File: src/shared/field_pkg.sv
// field_pkg: shared constants, kinds and carriers of the register field bank
package field_pkg;

    // ------------------------------------------------------------
    // sizes
    // ------------------------------------------------------------
    localparam int DATA_W   = 8;
    localparam int ADDR_W   = 4;
    localparam int NUM_REGS = 12;

    // ------------------------------------------------------------
    // field kinds
    // ------------------------------------------------------------
    typedef enum logic [3:0] {
        KIND_READ_ONLY        = 4'h0,
        KIND_SET_ON_READ      = 4'h1,
        KIND_WRITE_ONLY       = 4'h2,
        KIND_WRITE_ONE_SET    = 4'h3,
        KIND_WRITE_ONE_CLEAR  = 4'h4,
        KIND_WRITE_ANY_CLEAR  = 4'h5,
        KIND_LATCH_LOW        = 4'h6,
        KIND_LATCH_HIGH       = 4'h7,
        KIND_SELF_CLEARING    = 4'h8,
        KIND_STICKY_HIGH      = 4'h9,
        KIND_READ_WRITE       = 4'hA,
        KIND_KEPT_SOFT_RESET  = 4'hB
    } field_kind_e;

    // ------------------------------------------------------------
    // register offsets
    // ------------------------------------------------------------
    localparam logic [3:0] A_READ_ONLY       = 4'h0;
    localparam logic [3:0] A_SET_ON_READ     = 4'h1;
    localparam logic [3:0] A_WRITE_ONLY      = 4'h2;
    localparam logic [3:0] A_WRITE_ONE_SET   = 4'h3;
    localparam logic [3:0] A_WRITE_ONE_CLEAR = 4'h4;
    localparam logic [3:0] A_WRITE_ANY_CLEAR = 4'h5;
    localparam logic [3:0] A_LATCH_LOW       = 4'h6;
    localparam logic [3:0] A_LATCH_HIGH      = 4'h7;
    localparam logic [3:0] A_SELF_CLEARING   = 4'h8;
    localparam logic [3:0] A_STICKY_HIGH     = 4'h9;
    localparam logic [3:0] A_READ_WRITE      = 4'hA;
    localparam logic [3:0] A_KEPT            = 4'hB;

    // ------------------------------------------------------------
    // reset values and masks
    // ------------------------------------------------------------
    localparam logic [7:0] RST_ZERO     = 8'h00;
    localparam logic [7:0] RST_LATCH_LO = 8'hFF;
    localparam logic [7:0] ALL_ONES     = 8'hFF;
    localparam logic [7:0] ALL_ZEROS    = 8'h00;

    localparam field_kind_e KIND_MAP [NUM_REGS] = '{
        KIND_READ_ONLY, KIND_SET_ON_READ, KIND_WRITE_ONLY, KIND_WRITE_ONE_SET,
        KIND_WRITE_ONE_CLEAR, KIND_WRITE_ANY_CLEAR, KIND_LATCH_LOW, KIND_LATCH_HIGH,
        KIND_SELF_CLEARING, KIND_STICKY_HIGH, KIND_READ_WRITE, KIND_KEPT_SOFT_RESET
    };

    // ------------------------------------------------------------
    // carriers
    // ------------------------------------------------------------
    typedef struct packed {
        logic              rd;
        logic              wr;
        logic [ADDR_W-1:0] addr;
        logic [DATA_W-1:0] wdata;
    } acc_s;

    typedef struct packed {
        logic              rvalid;
        logic [DATA_W-1:0] rdata;
    } rsp_s;

    typedef struct packed {
        logic [DATA_W-1:0] status;
        logic [DATA_W-1:0] sor_release;
        logic [DATA_W-1:0] ev_w1c;
        logic [DATA_W-1:0] ev_wc;
        logic [DATA_W-1:0] cond_latch_low;
        logic [DATA_W-1:0] ev_latch_high;
        logic [DATA_W-1:0] cond_sticky;
    } hw_s;

    typedef struct packed {
        logic [DATA_W-1:0] wo;
        logic [DATA_W-1:0] w1s;
        logic [DATA_W-1:0] self_clearing;
        logic [DATA_W-1:0] rw;
        logic [DATA_W-1:0] kept;
        logic [DATA_W-1:0] sor;
    } ctrl_s;

endpackage : field_pkg

File: src/design/reg_field_bank.sv
// reg_field_bank: bank of register fields, one per access behaviour
`timescale 1ns/1ps
module reg_field_bank (
    input  wire logic            clk,
    input  wire logic            arst_n,
    input  wire logic            soft_rst,
    input  wire field_pkg::acc_s acc,
    input  wire field_pkg::hw_s  hw,
    output field_pkg::rsp_s      rsp,
    output field_pkg::ctrl_s     ctrl
);
    import field_pkg::*;

    // ------------------------------------------------------------
    // functions
    // ------------------------------------------------------------
    function automatic logic sel(
        input logic [ADDR_W-1:0] addr,
        input int                idx
    );
        int tmp;
        tmp = idx;
        sel = (addr == tmp[ADDR_W-1:0]);
    endfunction : sel

    function automatic logic [DATA_W-1:0] read_view(
        input field_kind_e       kind,
        input logic [DATA_W-1:0] q
    );
        logic [DATA_W-1:0] v;
        v = q;
        if (kind == KIND_WRITE_ONLY) begin
            v = ALL_ZEROS; // write-only data is not returned
        end
        read_view = v;
    endfunction : read_view

    function automatic logic [DATA_W-1:0] field_next(
        input field_kind_e       kind,
        input logic [DATA_W-1:0] q,
        input logic [DATA_W-1:0] hw_in,
        input logic              we,
        input logic [DATA_W-1:0] wd,
        input logic              rfx,
        input logic [DATA_W-1:0] rret,
        input logic [DATA_W-1:0] seen
    );
        logic [DATA_W-1:0] wmask;
        logic [DATA_W-1:0] rmask_hi;
        logic [DATA_W-1:0] rmask_lo;
        logic [DATA_W-1:0] n;
        wmask    = we  ? wd    : ALL_ZEROS;
        rmask_hi = rfx ? rret  : ALL_ZEROS;
        rmask_lo = rfx ? ~rret : ALL_ZEROS;
        n        = q;
        unique case (kind)
            KIND_READ_ONLY: begin
                n = hw_in; // writes never reach this field
            end
            KIND_SET_ON_READ: begin
                n = (q & ~hw_in) | (rfx ? ALL_ONES : ALL_ZEROS);
            end
            KIND_WRITE_ONLY: begin
                n = we ? wd : q;
            end
            KIND_WRITE_ONE_SET: begin
                n = q | wmask;
            end
            KIND_WRITE_ONE_CLEAR: begin
                n = (q & ~wmask) | hw_in; // event wins over clear
            end
            KIND_WRITE_ANY_CLEAR: begin
                n = (q & ~(we ? ALL_ONES : ALL_ZEROS)) | hw_in;
            end
            KIND_LATCH_LOW: begin
                n = (q | rmask_lo) & hw_in; // release only bits returned low
            end
            KIND_LATCH_HIGH: begin
                n = (q & ~rmask_hi) | hw_in; // clear only bits returned high
            end
            KIND_SELF_CLEARING: begin
                n = wmask; // one-cycle pulse, zero bits start nothing
            end
            KIND_STICKY_HIGH: begin
                n = hw_in | (q & ~(seen & ~hw_in));
            end
            KIND_READ_WRITE: begin
                n = we ? wd : q;
            end
            KIND_KEPT_SOFT_RESET: begin
                n = we ? wd : q;
            end
        endcase
        field_next = n;
    endfunction : field_next

    // ------------------------------------------------------------
    // hardware inputs per field
    // ------------------------------------------------------------
    logic [DATA_W-1:0] hw_vec [NUM_REGS];

    assign hw_vec[A_READ_ONLY]       = hw.status;
    assign hw_vec[A_SET_ON_READ]     = hw.sor_release;
    assign hw_vec[A_WRITE_ONLY]      = ALL_ZEROS;
    assign hw_vec[A_WRITE_ONE_SET]   = ALL_ZEROS;
    assign hw_vec[A_WRITE_ONE_CLEAR] = hw.ev_w1c;
    assign hw_vec[A_WRITE_ANY_CLEAR] = hw.ev_wc;
    assign hw_vec[A_LATCH_LOW]       = hw.cond_latch_low;
    assign hw_vec[A_LATCH_HIGH]      = hw.ev_latch_high;
    assign hw_vec[A_SELF_CLEARING]   = ALL_ZEROS;
    assign hw_vec[A_STICKY_HIGH]     = hw.cond_sticky;
    assign hw_vec[A_READ_WRITE]      = ALL_ZEROS;
    assign hw_vec[A_KEPT]            = ALL_ZEROS;

    // ------------------------------------------------------------
    // read pipeline state
    // ------------------------------------------------------------
    rsp_s              rsp_reg;
    rsp_s              rsp_next;
    logic              rd_pend_reg;
    logic [ADDR_W-1:0] rd_addr_reg;

    // ------------------------------------------------------------
    // field storage
    // ------------------------------------------------------------
    logic [DATA_W-1:0] q        [NUM_REGS];
    logic [DATA_W-1:0] q_next   [NUM_REGS];
    logic [DATA_W-1:0] rd_term  [NUM_REGS];
    logic [NUM_REGS-1:0] wr_hit;
    logic [NUM_REGS-1:0] fx_hit;
    logic [DATA_W-1:0] seen_q;
    logic [DATA_W-1:0] seen_next;

    genvar gi;
    generate
        for (gi = 0; gi < NUM_REGS; gi++) begin : g_field
            // reserved offsets match no field, so their writes fall away
            assign wr_hit[gi]  = acc.wr && sel(acc.addr, gi);
            assign fx_hit[gi]  = rd_pend_reg && sel(rd_addr_reg, gi);
            assign rd_term[gi] = sel(acc.addr, gi) ? read_view(KIND_MAP[gi], q[gi])
                                                   : ALL_ZEROS;
            assign q_next[gi]  = field_next(KIND_MAP[gi], q[gi], hw_vec[gi],
                                            wr_hit[gi], acc.wdata, fx_hit[gi],
                                            rsp_reg.rdata, seen_q);

            field_store #(
                .RST_VAL ((KIND_MAP[gi] == KIND_LATCH_LOW) ? RST_LATCH_LO : RST_ZERO),
                .KEEP    (KIND_MAP[gi] == KIND_KEPT_SOFT_RESET)
            ) u_store (
                .clk      (clk),
                .arst_n   (arst_n),
                .soft_rst (soft_rst),
                .d_next   (q_next[gi]),
                .q        (q[gi])
            );
        end
    endgenerate

    // ------------------------------------------------------------
    // sticky status read tracking
    // ------------------------------------------------------------
    wire logic [DATA_W-1:0] sticky_seen_now;

    assign sticky_seen_now = fx_hit[A_STICKY_HIGH] ? rsp_reg.rdata : ALL_ZEROS;
    // a bit counts as read only while it is still high
    assign seen_next = (seen_q | sticky_seen_now) & q_next[A_STICKY_HIGH];

    field_store #(
        .RST_VAL (RST_ZERO),
        .KEEP    (1'b0)
    ) u_seen (
        .clk      (clk),
        .arst_n   (arst_n),
        .soft_rst (soft_rst),
        .d_next   (seen_next),
        .q        (seen_q)
    );

    // ------------------------------------------------------------
    // read data selection
    // ------------------------------------------------------------
    logic [DATA_W-1:0] rd_data;

    always_comb begin
        rd_data = ALL_ZEROS; // unmapped and reserved offsets read zero
        for (int i = 0; i < NUM_REGS; i++) begin
            rd_data = rd_data | rd_term[i];
        end
    end

    assign rsp_next.rvalid = acc.rd;
    assign rsp_next.rdata  = acc.rd ? rd_data : ALL_ZEROS;

    // ------------------------------------------------------------
    // read response and side-effect timing
    // ------------------------------------------------------------
    always_ff @(posedge clk or negedge arst_n) begin
        if (!arst_n) begin
            rsp_reg     <= '0;
            rd_pend_reg <= 1'b0;
            rd_addr_reg <= '0;
        end else begin
            rsp_reg     <= rsp_next;
            rd_pend_reg <= acc.rd; // side effects one cycle after the data
            rd_addr_reg <= acc.addr;
        end
    end

    // ------------------------------------------------------------
    // outputs
    // ------------------------------------------------------------
    assign rsp                = rsp_reg;
    assign ctrl.wo            = q[A_WRITE_ONLY];
    assign ctrl.w1s           = q[A_WRITE_ONE_SET];
    assign ctrl.self_clearing = q[A_SELF_CLEARING];
    assign ctrl.rw            = q[A_READ_WRITE];
    assign ctrl.kept          = q[A_KEPT];
    assign ctrl.sor           = q[A_SET_ON_READ];

endmodule : reg_field_bank

File: src/design/field_store.sv
// field_store: one field register with hardware and soft reset handling
`timescale 1ns/1ps
module field_store #(
    parameter logic [7:0] RST_VAL = 8'h00,
    parameter bit         KEEP    = 1'b0
) (
    input  wire logic       clk,
    input  wire logic       arst_n,
    input  wire logic       soft_rst,
    input  wire logic [7:0] d_next,
    output logic      [7:0] q
);

    // ------------------------------------------------------------
    // storage
    // ------------------------------------------------------------
    logic [7:0] q_reg;

    always_ff @(posedge clk or negedge arst_n) begin
        if (!arst_n) begin
            q_reg <= RST_VAL;
        end else if (soft_rst && !KEEP) begin
            q_reg <= RST_VAL;
        end else begin
            q_reg <= d_next; // kept fields ignore soft_rst
        end
    end

    assign q = q_reg;

endmodule : field_store

File: config.mk
export PLATFORM = sky130hd
export DESIGN_NAME = reg_field_bank
export DESIGN_NICKNAME = d
export VERILOG_FILES = /design/src/shared/field_pkg.sv /design/src/design/reg_field_bank.sv /design/src/design/field_store.sv
export SDC_FILE = /design/constraint.sdc
export NUM_CORES = 1
export LEC_CHECK = 0
export BUFFER_PORTS_ARGS = -buffer_cell sky130_fd_sc_hd__buf_2
export CAP_MARGIN = 20
export CORE_ASPECT_RATIO = 0.75
export CORE_MARGIN = 10
export CORE_UTILIZATION = 55
export CTS_BUF_LIST = sky130_fd_sc_hd__clkbuf_4
export DETAILED_ROUTE_END_ITERATION = 8
export PLACE_DENSITY = 0.82
export SETUP_SLACK_MARGIN = 0.3
export SLEW_MARGIN = 15
export SYNTH_ARGS = -nofsm -noshare
export SYNTH_HDL_FRONTEND = slang
export SYNTH_SLANG_ARGS = --single-unit
export TNS_END_PERCENT = 10
File: constraint.sdc
create_clock -name clk -period 1.49 [get_ports clk]
set_input_delay 0.149 -clock clk [delete_from_list [all_inputs] [get_ports clk]]
set_output_delay 0.149 -clock clk [all_outputs]
set_load 0.01 [all_outputs]
==> reports/results.ini <==
[floorplanning]
dieArea_um2 = 13800
ios = 130
dieWidth_um = 133
core_um2 = 9160
initial_core_util_pct = 57.0
rows = 30
die_h_um = 104

[final_layout]
utilization_pct = 80.3
syn_to_final_growth_pct = 40.7
largest_reg_flops = 96
fillCellCount = 570
drive_gt1_share_pct = 32.4
diodes = 0
stdcell_count = 857
fin_nets = 789

[global_route]
grt.total_usage_pct = 25.7
grt_max_degree = 64
grt_pass1_wl_um = 28300
grt_pass1_vias = 5134
antenna_found_initial = 0
overflow = 0

[logic_synthesis]
ys_types = 51
async_flop_share_pct = 100
syn_avg_cell_area_um2 = 10.7
ys_seq_area_share_pct = 56.2
syn_inst = 487
synth_enable_flop_cells = 0
synth_compound_area_share_pct = 14.6
synth_nets = 560
synth_top_family_by_area = simple AND/OR/NAND/NOR gates
synth-seq-cells = 117
synth_simple_gate_area_share_pct = 16.7
synth_mux_area_share_pct = 8.50
synth-xor-area-share_pct = 0
yosysWarnings = 0
synth_fa_ha_area_share_pct = 0
ys.flop_type = dfrtp_1
syn_area_um2 = 5220

[detailed_routing]
routed_wl_um = 17700
drcViolationCount = 0
antenna_left = 0
viasPerCell = 5.78
first_pass_iters = 5
first_iter_violations = 591
wire_per_inst_um = 20.7
dr_total_vias = 4952

[critical_path]
crit_type = flop to flop
end_kind = flop
start_kind = flop
cp.required_ns = 1.92
crit_arrival_ns = 1.80
ff2ff_setup_slack_ns = 0.12
path_max_fanout = 3

[timing]
rsz0062_at_grt = yes
fmax_ghz = 0.731
fin_skew_ns = 0.00954
worst_pin_slew_ns = 0.538
worst_slack_ns = 0.122
layout_min_cycle_time_ns = 1.37
post-route-period-util_pct = 91.8
slew_headroom_pct = 64.1
tns_ns = 0
hold_viol = 0
timing.hold.ws_ns = 0.0972
drv_slew = 0
setup_violations = 0

[power]
power_leakage_nw = 3.51
peakVddDrop_v = 0.000709
p_int_mw = 4.85
p_clk_share_pct = 32.6
p_seq_share_pct = 51.7
sw_frac_of_total_pct = 28.3
switching_power_mw = 1.91
combinationalPowerShare_pct = 15.7
p_per_area_nw_per_um2 = 920

[status]
status = finished, final reports clean

[clocking]
root_buffer = clkbuf_4
cts_sinks = 117
clkTransAtPathRegs_ns = 0.11
htree_levels = 4
clock_path_buffers = 2
cts_tree = done
clock_latency_ns = 0.54
cts_inserted_buffers = 17

[min_path]
hold_path_class = primary input to flop

[job]
maxCapViolations = 0

[placed_design]
pre_cts_ws_ns = -0.116
portBuffers = 129
place_congestion = 0.914
dpl.cell_count = 749
hpwl_um = 12500

==> through the flow <==
stage,area [µm²],power [mW]
2_1_floorplan,5240,3.92
3_3_place_gp,6240,4.38
3_5_place_dp,6240,4.41
4_1_cts,7300,6.76
5_1_grt,7350,7.04
6_report,7350,6.77
==> placed cells by master (no fill, tap or decap), types with 4 or more instances in the layout <==
master,n
a32oi_1,5
clkinvlp_4,6
a21o_1,8
nor2b_1,13
dfstp_2,8
nand2b_1,14
nand2_1,5
buf_2,126
a22oi_1,9
and2_1,10
nor3_1,8
inv_1,10
o21bai_1,8
clkbuf_4,17
mux2_1,8
nand3b_1,8
buf_4,38
nor3_2,4
buf_6,5
a21oi_1,56
a31oi_1,4
mux2i_1,26
nor2_1,64
dlygate4sd3_1,70
and3_1,5
nand3_1,19
buf_12,6
nand3_2,4
dfrtp_1,109
==> cell families after synthesis <==
group / count (synthesis)
and+or+nand+nor: 166
muxes: 40
buffers and inverters: 45
DFF: 117
AOI/OAI and AO/OA: 119
==> cells in the mapped netlist, types with 2 or more instances <==
cell type / n / share of area, %
and3_1: 6 / 0.72
nand3_1: 22 / 2.1
nor3b_1: 4 / 0.57
mux2_2: 3 / 0.65
nor3_2: 2 / 0.38
nand3b_1: 8 / 1.1
dfrtp_1: 109 / 52
o22ai_1: 2 / 0.24
o32ai_1: 2 / 0.34
a221oi_1: 3 / 0.50
a21oi_1: 61 / 5.8
o22a_1: 2 / 0.34
clkbuf_1: 14 / 1.0
and2_1: 10 / 1.2
buf_2: 16 / 1.5
nor2_1: 64 / 4.6
a32oi_1: 5 / 0.84
dfstp_2: 8 / 4.0
buf_4: 3 / 0.43
a21o_1: 8 / 1.1
a31oi_1: 4 / 0.48
inv_1: 10 / 0.72
mux4_2: 2 / 0.86
o21bai_1: 8 / 1.1
mux2_1: 8 / 1.7
nor3_1: 10 / 0.96
nor2b_1: 13 / 1.6
mux2i_1: 26 / 5.0
o21ai_1: 2 / 0.19
nor4bb_1: 2 / 0.38
a22oi_1: 9 / 1.3
o21a_1: 2 / 0.29
nand2_1: 5 / 0.36
nand2b_1: 15 / 1.8
o41a_1: 3 / 0.65
==> critical path: stages, from the launching register on <==
cell and delay [ns]:
dfrtp_1 0.44, mux2_2 0.27, nand2_1 0.06, a21oi_1 0.07
o41a_1 0.43
==> layer usage <==
layer	vias up	global-route usage, %	share of wire (%)
met5	-	0	0
met4	0	8.07	1.5
met3	29	8.74	9.9
met2	283	39.7	47
met1	2449	33.2	42
li1	2191	-	-
==> area by class of cell <==
| type | instances | area (µm²) | area share, % |
|---|---|---|---|
| Multi-Input combinational cell | 325 | 2160 | 29.3 |
| Clock inverter | 15 | 140 | 1.91 |
| Sequential cell | 117 | 2940 | 40.0 |
| Inverter | 10 | 37.5 | 0.511 |
| Timing Repair Buffer | 245 | 1790 | 24.4 |
| Tap cell | 128 | 160 | 2.18 |
| Clock buffer | 17 | 128 | 1.74 |
==> what timing repair did <==
action / in CTS / in global routing
gates resized for setup: 12 / 10
endpoints found under the setup margin: 88 / 89
hold endpoints to repair: 228 / 0
setup buffers: 5 / 1
pin swaps: 4 / 9
hold buffers: 70 / 0
==> path summary, 6_finish.rpt <==
kind                                                        start                                   end  cells past startpoint
worst max-delay path            g_field[3].u_store.q[5]$_DFF_PN0_                      rsp[5]$_DFF_PN0_                      4
worst min-delay path                                      acc[11]                      rsp[2]$_DFF_PN0_                      3
worst max register to register  g_field[3].u_store.q[5]$_DFF_PN0_                      rsp[5]$_DFF_PN0_                      4
worst min register to register  g_field[5].u_store.q[6]$_DFF_PN0_     g_field[5].u_store.q[6]$_DFF_PN0_                      2
max in group asynchronous                                  arst_n     g_field[5].u_store.q[4]$_DFF_PN0_                      3
min in group asynchronous                                  arst_n  g_field[11].u_store.q[7]$_DFFE_PN0P_                      3
==> power groups by stage <==
stage	clock (mW)	combinational (mW)	sequential [mW]
5_1_grt	2.37	1.15	3.51
6_report	2.20	1.06	3.50
3_5_place_dp	0	0.857	3.55
2_1_floorplan	0	0.384	3.53
3_3_place_gp	0	0.830	3.55
4_1_cts	2.23	1.04	3.49
Note: power is estimated with default switching activity, not from simulation.
